File: src/hdl/fsp_pkg.sv
// Operation
// - table read loads one byte into latch
// - pointer bit zero picks word byte
// - table read may step the pointer
// - erase clears 64-byte row, low bits ignored
// - no word erase, no bulk erase here
// - 55h then AAh unlock before start
// - core stalled until programming timer expires
// - each long write lasts about 2 ms
// - programming works on 32-byte blocks only
// - 32 holding bytes loaded through latch
// - table writes touch holding bytes only
// - holding bytes FFh after reset, after write
// - FFh holding byte leaves flash unchanged
// - full row update takes about 6 ms
// - on-chip timer sets write duration
// - hardware clears write-start at finish
// - completion sets done flag, software clears
// - reset mid-write lasting one clock, bad attempt or setting write enable from 0 flags error
// - hardware clears erase select after erase
`default_nettype none
package fsp_pkg;
  localparam int PTR_W   = 22;
  localparam int ADR_W   = 4;
  localparam int HOLD_N  = 32;
  localparam int HOLD_W  = 5;
  localparam int ROW_LSB = 6;
  localparam int BLK_LSB = 5;
  localparam int TMR_W   = 17;

  localparam logic [ADR_W-1:0] A_CTRL   = 4'h0;
  localparam logic [ADR_W-1:0] A_UNLOCK = 4'h1;
  localparam logic [ADR_W-1:0] A_LATCH  = 4'h2;
  localparam logic [ADR_W-1:0] A_PTR_L  = 4'h3;
  localparam logic [ADR_W-1:0] A_PTR_H  = 4'h4;
  localparam logic [ADR_W-1:0] A_PTR_U  = 4'h5;
  localparam logic [ADR_W-1:0] A_TCMD   = 4'h6;
  localparam logic [ADR_W-1:0] A_STAT   = 4'h7;

  localparam logic [7:0] UNLOCK_1 = 8'h55;
  localparam logic [7:0] UNLOCK_2 = 8'hAA;
  localparam logic [7:0] HOLD_RST = 8'hFF;
  localparam logic [7:0] ZERO8    = 8'h00;
  localparam logic [5:0] ROW_PAD  = 6'h00;

  localparam int B_PGM = 7;
  localparam int B_CFG = 6;
  localparam int B_ERS = 4;
  localparam int B_ERR = 3;
  localparam int B_WEN = 2;
  localparam int B_WR  = 1;
  localparam int B_TWR = 0;
  localparam int M_LSB = 1;
  localparam int M_MSB = 2;
  localparam int S_DONE = 0;
  localparam int S_BUSY = 1;

  localparam int CLK_PERIOD_NS  = 20;
  localparam int LONG_WRITE_NS  = 2_000_000;
  localparam int LONG_WRITE_CYC = LONG_WRITE_NS / CLK_PERIOD_NS;

  typedef enum logic [1:0] {PM_KEEP, PM_POSTINC, PM_POSTDEC, PM_PREINC} fsp_pmode_t;
  typedef enum logic [1:0] {S_IDLE, S_RD, S_PGM, S_TMR} fsp_state_t;

  typedef struct packed {
    logic pgm_sel;
    logic cfg_sel;
    logic row_erase;
    logic wr_err;
    logic wr_en;
    logic wr_start;
  } fsp_ctrl_t;

  typedef struct packed {
    logic [PTR_W-1:0] addr;
    logic             erase;
    logic             prog;
    logic [7:0]       wbyte;
  } fsp_flash_t;
endpackage : fsp_pkg
`default_nettype wire

File: src/hdl/fsp_flash_self_prog.sv
`default_nettype none
module fsp_flash_self_prog
  import fsp_pkg::*;
#(
  parameter int LONG_CYC = LONG_WRITE_CYC
) (
  input  wire logic             i_core_clk,
  input  wire logic             i_rst_n,
  input  wire logic [ADR_W-1:0] i_addr,
  input  wire logic [7:0]       i_wdata,
  input  wire logic             i_wr,
  input  wire logic             i_rd,
  input  wire logic [15:0]      i_fl_rdata,
  output logic      [7:0]       o_rdata,
  output fsp_flash_t            o_flash,
  output logic                  o_cpu_stall,
  output logic                  o_done_flag
);

  fsp_state_t       state_r;
  fsp_ctrl_t        ctrl_r;
  fsp_flash_t       flash_r;
  logic [PTR_W-1:0] ptr_r;
  logic [7:0]       latch_r;
  logic [7:0]       hold_r [HOLD_N];
  logic [7:0]       rdata_r;
  logic [TMR_W-1:0] tmr_r;
  logic [HOLD_W-1:0] idx_r;
  logic             busy_r;
  logic             done_r;
  logic             ul1_r;
  logic             armed_r;
  logic [7:0]       rd_mux;
  logic             ctrl_wr;
  logic             wr_try;
  logic             wr_ok;
  logic             start;
  logic             cmd_go;
  logic             tread;
  logic             twrite;
  logic             fin;
  fsp_pmode_t       pmode;
  logic [PTR_W-1:0] eff_addr;

  // next pointer value; only the low 21 bits move
  function automatic logic [PTR_W-1:0] fsp_step(
    input logic [PTR_W-1:0] ptr,
    input fsp_pmode_t       mode
  );
    logic [PTR_W-2:0] low;
    low = ptr[PTR_W-2:0];
    unique case (mode)
      PM_POSTINC, PM_PREINC: low = low + 1'b1;
      PM_POSTDEC:            low = low - 1'b1;
      PM_KEEP:               low = ptr[PTR_W-2:0];
    endcase
    return {ptr[PTR_W-1], low};
  endfunction : fsp_step

  // pick high or low half of a flash word
  function automatic logic [7:0] fsp_pick(
    input logic [15:0] word,
    input logic        hi
  );
    return hi ? word[15:8] : word[7:0];
  endfunction : fsp_pick

  assign ctrl_wr  = i_wr && (i_addr == A_CTRL) && !busy_r;
  assign wr_try   = ctrl_wr && i_wdata[B_WR];
  assign wr_ok    = armed_r && i_wdata[B_WEN] && i_wdata[B_PGM] && !i_wdata[B_CFG];
  assign start    = wr_try && wr_ok && (state_r == S_IDLE);
  assign cmd_go   = i_wr && (i_addr == A_TCMD) && (state_r == S_IDLE) && !busy_r;
  assign tread    = cmd_go && !i_wdata[B_TWR];
  assign twrite   = cmd_go && i_wdata[B_TWR];
  assign pmode    = fsp_pmode_t'(i_wdata[M_MSB:M_LSB]);
  assign eff_addr = (pmode == PM_PREINC) ? fsp_step(ptr_r, pmode) : ptr_r;
  assign fin      = (state_r == S_TMR) && (tmr_r == '0);

  assign o_rdata     = rdata_r;
  assign o_flash     = flash_r;
  assign o_cpu_stall = busy_r;
  assign o_done_flag = done_r;

  // register read mux
  always_comb begin
    unique case (i_addr)
      A_CTRL:  rd_mux = {ctrl_r.pgm_sel, ctrl_r.cfg_sel, 1'b0, ctrl_r.row_erase,
                         ctrl_r.wr_err, ctrl_r.wr_en, ctrl_r.wr_start, 1'b0};
      A_LATCH: rd_mux = latch_r;
      A_PTR_L: rd_mux = ptr_r[7:0];
      A_PTR_H: rd_mux = ptr_r[15:8];
      A_PTR_U: rd_mux = {2'b00, ptr_r[PTR_W-1:16]};
      A_STAT:  rd_mux = {6'h00, busy_r, done_r};
      default: rd_mux = ZERO8;
    endcase
  end

  always_ff @(posedge i_core_clk) begin
    if (!i_rst_n) begin
      rdata_r <= ZERO8;
    end else if (i_rd) begin
      rdata_r <= rd_mux;
    end else begin
      rdata_r <= ZERO8;
    end
  end

  // two-write unlock; any start attempt consumes it
  always_ff @(posedge i_core_clk) begin
    if (!i_rst_n) begin
      ul1_r   <= 1'b0;
      armed_r <= 1'b0;
    end else if (i_wr && (i_addr == A_UNLOCK)) begin
      ul1_r   <= (i_wdata == UNLOCK_1);
      armed_r <= ul1_r && (i_wdata == UNLOCK_2);
    end else if (wr_try) begin
      ul1_r   <= 1'b0;
      armed_r <= 1'b0;
    end
  end

  // control bits
  always_ff @(posedge i_core_clk) begin
    if (!i_rst_n) begin
      ctrl_r        <= '0;
      // only the first reset edge still sees a running write
      ctrl_r.wr_err <= busy_r;
    end else if (fin) begin
      ctrl_r.wr_start <= 1'b0;
      ctrl_r.wr_err   <= 1'b0;
      ctrl_r.row_erase <= 1'b0;
    end else if (ctrl_wr) begin
      ctrl_r.pgm_sel   <= i_wdata[B_PGM];
      ctrl_r.cfg_sel   <= i_wdata[B_CFG];
      ctrl_r.row_erase <= i_wdata[B_ERS];
      ctrl_r.wr_en     <= i_wdata[B_WEN];
      if (wr_try && !start) begin
        ctrl_r.wr_err <= 1'b1;
      end else if (i_wdata[B_WEN] && !ctrl_r.wr_en) begin
        ctrl_r.wr_err <= 1'b1;
      end else begin
        ctrl_r.wr_err <= i_wdata[B_ERR];
      end
      if (start) begin
        ctrl_r.wr_start <= 1'b1;
      end
    end
  end

  // completion flag; a new completion beats a clear
  always_ff @(posedge i_core_clk) begin
    if (!i_rst_n) begin
      done_r <= 1'b0;
    end else if (fin) begin
      done_r <= 1'b1;
    end else if (i_wr && (i_addr == A_STAT) && i_wdata[S_DONE]) begin
      done_r <= 1'b0;
    end
  end

  // table pointer
  always_ff @(posedge i_core_clk) begin
    if (!i_rst_n) begin
      ptr_r <= '0;
    end else if (cmd_go) begin
      ptr_r <= fsp_step(ptr_r, pmode);
    end else if (i_wr && !busy_r) begin
      unique case (i_addr)
        A_PTR_L: ptr_r[7:0]          <= i_wdata;
        A_PTR_H: ptr_r[15:8]         <= i_wdata;
        A_PTR_U: ptr_r[PTR_W-1:16]   <= i_wdata[PTR_W-17:0];
        default: ptr_r               <= ptr_r;
      endcase
    end
  end

  // table latch
  always_ff @(posedge i_core_clk) begin
    if (!i_rst_n) begin
      latch_r <= ZERO8;
    end else if (state_r == S_RD) begin
      latch_r <= fsp_pick(i_fl_rdata, flash_r.addr[0]);
    end else if (i_wr && (i_addr == A_LATCH) && !busy_r) begin
      latch_r <= i_wdata;
    end
  end

  // holding bytes
  always_ff @(posedge i_core_clk) begin
    if (!i_rst_n || fin) begin
      for (int i = 0; i < HOLD_N; i++) begin
        hold_r[i] <= HOLD_RST;
      end
    end else if (twrite) begin
      hold_r[eff_addr[HOLD_W-1:0]] <= latch_r;
    end
  end

  // sequencer and self timer
  always_ff @(posedge i_core_clk) begin
    if (!i_rst_n) begin
      state_r <= S_IDLE;
      flash_r <= '0;
      tmr_r   <= '0;
      idx_r   <= '0;
      busy_r  <= 1'b0;
    end else begin
      flash_r.erase <= 1'b0;
      flash_r.prog  <= 1'b0;
      unique case (state_r)
        S_IDLE: begin
          if (start) begin
            busy_r <= 1'b1;
            tmr_r  <= TMR_W'(LONG_CYC - 1);
            idx_r  <= '0;
            if (i_wdata[B_ERS]) begin
              flash_r.addr  <= {ptr_r[PTR_W-1:ROW_LSB], ROW_PAD};
              flash_r.erase <= 1'b1;
              state_r       <= S_TMR;
            end else begin
              state_r <= S_PGM;
            end
          end else if (tread) begin
            flash_r.addr <= eff_addr;
            state_r      <= S_RD;
          end
        end
        S_RD: begin
          state_r <= S_IDLE;
        end
        S_PGM: begin
          tmr_r         <= tmr_r - 1'b1;
          flash_r.addr  <= {ptr_r[PTR_W-1:BLK_LSB], idx_r};
          flash_r.wbyte <= hold_r[idx_r];
          flash_r.prog  <= (hold_r[idx_r] != HOLD_RST);
          idx_r         <= idx_r + 1'b1;
          if (idx_r == HOLD_W'(HOLD_N - 1)) begin
            state_r <= S_TMR;
          end
        end
        S_TMR: begin
          if (tmr_r == '0) begin
            busy_r  <= 1'b0;
            state_r <= S_IDLE;
          end else begin
            tmr_r <= tmr_r - 1'b1;
          end
        end
      endcase
    end
  end

  latch_byte_a:
  assert property (@(posedge i_core_clk) disable iff (!i_rst_n)
    state_r == S_RD |=> latch_r == fsp_pick($past(i_fl_rdata), $past(flash_r.addr[0])))
    else $error("table latch missed the addressed byte");

  ptr_step_a:
  assert property (@(posedge i_core_clk) disable iff (!i_rst_n)
    cmd_go && pmode == PM_POSTINC
    |=> ptr_r[PTR_W-2:0] == $past(ptr_r[PTR_W-2:0]) + 1'b1)
    else $error("pointer did not step after table access");

  erase_row_a:
  assert property (@(posedge i_core_clk) disable iff (!i_rst_n)
    flash_r.erase |-> flash_r.addr[ROW_LSB-1:0] == ROW_PAD && busy_r)
    else $error("erase not aligned to a row");

  unlock_gate_a:
  assert property (@(posedge i_core_clk) disable iff (!i_rst_n)
    wr_try && !armed_r |=> !busy_r ##1 !busy_r)
    else $error("long write started without unlock");

  stall_load_a:
  assert property (@(posedge i_core_clk) disable iff (!i_rst_n)
    $rose(busy_r) |-> tmr_r == LONG_CYC - 1)
    else $error("programming timer loaded with wrong length");

  stall_hold_a:
  assert property (@(posedge i_core_clk) disable iff (!i_rst_n)
    busy_r && tmr_r != '0 |=> busy_r)
    else $error("stall ended before timer expiry");

  skip_ff_a:
  assert property (@(posedge i_core_clk) disable iff (!i_rst_n)
    flash_r.prog |-> flash_r.wbyte != HOLD_RST)
    else $error("erased-value byte was programmed");

  hold_write_a:
  assert property (@(posedge i_core_clk) disable iff (!i_rst_n)
    twrite |=> hold_r[$past(eff_addr[HOLD_W-1:0])] == $past(latch_r) && !busy_r)
    else $error("table write did not load holding byte");

  hold_reset_a:
  assert property (@(posedge i_core_clk) disable iff (!i_rst_n)
    $fell(busy_r) |-> hold_r[0] == HOLD_RST && hold_r[HOLD_N-1] == HOLD_RST)
    else $error("holding bytes not restored after write");

  wr_clear_a:
  assert property (@(posedge i_core_clk) disable iff (!i_rst_n)
    fin |=> !ctrl_r.wr_start && !ctrl_r.row_erase && done_r)
    else $error("finish left start or erase select set");

  err_flag_a:
  assert property (@(posedge i_core_clk) disable iff (!i_rst_n)
    wr_try && !wr_ok |=> ctrl_r.wr_err)
    else $error("improper start not flagged");

  ptr_dec_a:
  assert property (@(posedge i_core_clk) disable iff (!i_rst_n)
    cmd_go && pmode == PM_POSTDEC
    |=> ptr_r[PTR_W-2:0] == $past(ptr_r[PTR_W-2:0]) - 1'b1)
    else $error("pointer did not step down after table access");

  pre_step_a:
  assert property (@(posedge i_core_clk) disable iff (!i_rst_n)
    tread && pmode == PM_PREINC
    |=> flash_r.addr[PTR_W-2:0] == $past(ptr_r[PTR_W-2:0]) + 1'b1)
    else $error("pre-step read used the old pointer");

  prog_block_a:
  assert property (@(posedge i_core_clk) disable iff (!i_rst_n)
    flash_r.prog |-> flash_r.addr[PTR_W-1:BLK_LSB] == ptr_r[PTR_W-1:BLK_LSB] && busy_r)
    else $error("programming left the pointed block");

  one_op_a:
  assert property (@(posedge i_core_clk) disable iff (!i_rst_n)
    flash_r.prog || flash_r.erase |-> busy_r && !(flash_r.prog && flash_r.erase))
    else $error("array touched outside a long write");

  abort_flag_a:
  assert property (@(posedge i_core_clk)
    !i_rst_n && busy_r |=> ctrl_r.wr_err)
    else $error("reset during a long write not flagged");

  done_keep_a:
  assert property (@(posedge i_core_clk) disable iff (!i_rst_n)
    done_r && !(i_wr && i_addr == A_STAT && i_wdata[S_DONE]) |=> done_r)
    else $error("completion flag dropped without a clear");

  start_set_a:
  assert property (@(posedge i_core_clk) disable iff (!i_rst_n)
    start |=> busy_r && ctrl_r.wr_start)
    else $error("accepted start did not stall the core");

endmodule : fsp_flash_self_prog
`default_nettype wire

File: config.mk
export PLATFORM = sky130hd
export DESIGN_NAME = fsp_flash_self_prog
export DESIGN_NICKNAME = d
export VERILOG_FILES = /design/src/hdl/fsp_pkg.sv /design/src/hdl/fsp_flash_self_prog.sv
export SDC_FILE = /design/constraint.sdc
export NUM_CORES = 1
export LEC_CHECK = 0
export BUFFER_PORTS_ARGS = -buffer_cell sky130_fd_sc_hd__clkbuf_2
export CORE_MARGIN = 5
export CORE_UTILIZATION = 60
export CTS_BUF_LIST = sky130_fd_sc_hd__clkbuf_4 sky130_fd_sc_hd__clkbuf_8
export DETAILED_ROUTE_END_ITERATION = 16
export HOLD_SLACK_MARGIN = 0.08
export PLACE_DENSITY = 0.78
export SLEW_MARGIN = 20
export SYNTH_ARGS = -nofsm -noshare
export SYNTH_HDL_FRONTEND = slang
export SYNTH_SLANG_ARGS = --single-unit
File: constraint.sdc
create_clock -name i_core_clk -period 10.1 [get_ports i_core_clk]
set_clock_uncertainty 0.05 [all_clocks]
set_input_delay 1.01 -clock i_core_clk [delete_from_list [all_inputs] [get_ports i_core_clk]]
set_output_delay 1.01 -clock i_core_clk [all_outputs]
set_load 0.03 [all_outputs]
==> results.md <==
* Status: finished clean
* Max-cap violations at 0
* First-pass GRT wire length at 76,290 um
* Final worst path period need at roughly 4.9 ns
* Min Hold Slack at 0.4316 ns
* Antenna violations before repair at 0
* Post-synth top area cell: edfxtp_1
* Slew @ Worst Pin at 1.180 ns
* FF-to-FF Start: ptr_r[1]$_SDFFE_PN0P_
* Min-delay worst type: reg -> reg
* Root Driver: clkbuf_8
* Nets@finish at between 1,500 and 2,000
* DP HPWL at 32,470 um
* Fill count at 2,257
* Sequential share of the synthesized area at 0.5402
* Peak supply drop at between 0.00009 and 0.0001 V
* Post-Syn Instances at 1,644
* DR iter-0 viols at 1,674
* Detail Route Antenna Nets at 0
* Place WS at between 4 and 5 ns
* I/O Buffers at 73
* I/O pin count at 74
* Max Fanout on Critical Path at 25
* Synth Flop Type: edfxtp_1
* Sequential power share at 0.531
* ANT cells at 0
* YS warnings at 0
* Post-CTS resize count at 0
* Static leakage at 5.804 nW
* Critical Path Start Type: primary input
* Setup TNS at 0 ns
* TritonCTS Buffers at 57
* Row count at between 60 and 70
* Clk network pwr share at 0.427
* Cell Area, Placed at 0.01871 mm2
* Die H at 184.6 um
* Largest net degree at the start of global routing at 70
* PwrDens at 152.9 mW/mm2
* Clock Path Buffers at 3
* Avg Synthesized Cell Area at ~11 um2
* Core area at ~0.030 mm2
* RePlAce Congestion at about 1.0
* Number of global-route vias before repair at roughly 13,000
* Final non-filler cell total at 2,112
* Slew headroom at 0.2105
* FMAX at slightly above 200 MHz
* Fin area at 0.01991 mm2
* Post-route core utilization at 0.6561
* Setup ws final at 5.152 ns
* Post-CTS Hold Buffers at 0
* Seq cells post-synth at 365
* Gate power share at 0.042
* Crit path from: i_wdata[1]
* Total chip power at 3.044 mW
* Top cells by area, synth: edfxtp_1 (42%), dfxtp_1 (12%), or2_2 (8.7%)
* Die Wd at 184.6 um
* Cell with the most instances after synthesis: edfxtp_1
* Top-area cell type share of the netlist area at 0.4220
* Syn-to-layout area delta at 8.880%
* WL/cell at 23.39 um
* Clk_lat worst skew at between 0.6 and 0.7 ns
* Clock Pin Slew Worst Setup and Hold Paths at 0.06 ns
* Initial Utilization at 0.6026
* Crit path capture type: flop
* 1st-pass router iterations at 6
* Endpoints failing setup at 0
* Number of setup buffers added after CTS at 0
* Tcrit/Tclk final at 0.4899
* DRC violation count after routing at 0
* RSZ-0062 raised after global routing: false
* Hold Vio Cnt, Final at 0
* Sw Ratio at 0.2299
* CP Class: in -> reg
* Internal power contribution at between 2 and 2.5 mW
* TritonCTS clock tree: yes
* Async SR Flop Fraction at 0
* Switching pwr at 699.7 uW
* Cell total after placement at 2,006
* Die footprint at 0.03407 mm2
* Drt total wl at 49,390 um
* DR vias at 13,600
* Grt ovf at 0
* Share of layout cells above drive strength 1 at 0.3106
* Crit path arrival time at 5.17 ns
* Netlist cell types at 85
* Vias/cell at 6.439
* Netlist Area Pre-Place at 0.01829 mm2
* Top cells by count, synth: edfxtp_1 (257), or2_2 (255), nand2_1 (135), nor2_1 (124), dfxtp_1 (108)
* Max H-tree Level at 2
* Max-slew violation count at 0
* Syn Nets at approximately 1,700
* CP Data Required Time at ~10 ns
* Clock Sinks at 365
* Hold path startpoint: tmr_r[0]$_SDFFE_PN0P_
* Post-synth EDFFs at 257
* Total GRT Usage at 0.2891
## placed cells by master (no fill, tap or decap), types with 14 or more instances in the layout
cell type,instances
nor2_1,123
a211oi_1,33
nor2b_1,19
clkbuf_8,63
mux2_2,18
o21ai_0,55
a31oi_1,24
mux4_2,48
nor3_1,44
a21oi_1,72
nand3_1,25
or3_1,16
clkbuf_2,73
mux2i_1,53
nand2_1,135
nand4_1,14
a22oi_1,25
clkbuf_4,15
edfxtp_1,257
buf_4,17
dfxtp_1,100
or2_2,255
## layout make-up
cell class                      instances  area (um2)  area share
Multi-Input combinational cell       1149        7810      0.3922
Sequential cell                       365        9892      0.4968
Tap cell                              396       495.5     0.02488
Clock buffer                           78       979.7     0.04920
Timing Repair Buffer                   90       493.0     0.02476
Inverter                                6       22.52    0.001131
Clock inverter                         28       220.2     0.01106
## metal layers
metal / share of wire / wire length (um) / up-vias / track usage
met1: 0.39 / 19390 / 6467 / 0.3900
met2: 0.46 / 22620 / 847 / 0.4530
li1: - / - / 6115 / -
met5: 0 / 0 / - / 0
met3: 0.10 / 5063 / 171 / 0.06631
met4: 0.047 / 2314 / 0 / 0.1266
## cells by family after synthesis
kind of cell / Yosys count / synth area share
and+or+nand+nor: 722 / 0.2115
buffers and inverters: 130 / 0.03448
AOI/OAI and AO/OA: 282 / 0.1013
xor gates and xnor gates: 22 / 0.01054
muxes: 119 / 0.09920
DFF: 365 / 0.5402
adders and majority gates: 4 / 0.002737
## worst max-delay path: stages
cell and delay, ns:
clkbuf_2 0.43, nand2b_1 0.74, xnor2_1 0.15, ha_1 0.34, or3_2 0.44, a21oi_1 0.30
nor3_1 0.14, xor2_1 0.26, nor3_1 0.67, nand2_1 0.29, nand2_1 0.38
## power by group through the flow
stage	registers, mW	logic (mW)	clock network, mW
2_1_floorplan	1.64	0.0870	0
3_3_place_gp	1.65	0.121	0
3_5_place_dp	1.65	0.123	0
4_1_cts	1.62	0.123	1.31
5_1_grt	1.62	0.135	1.40
6_report	1.62	0.126	1.30
## worst paths after layout
kind	to	slack, ns	cells after the start
max	hold_r[13][2]$_SDFFCE_PN1P_	5.15	11
min	tmr_r[0]$_SDFFE_PN0P_	0.43	1
min reg2reg	tmr_r[0]$_SDFFE_PN0P_	0.43	1
max reg2reg	hold_r[13][2]$_SDFFCE_PN1P_	6.06	9
## flip-flops by register name, indices dropped and copies added (netlist names), 2 cells and up, named ones only
signal / flops
idx_r: 5
state_r: 2
o_flash: 32
o_rdata: 8
ctrl_r: 6
latch_r: 8
ptr_r: 22
tmr_r: 17
hold_r: 256
(Power assumes the default switching activity.)
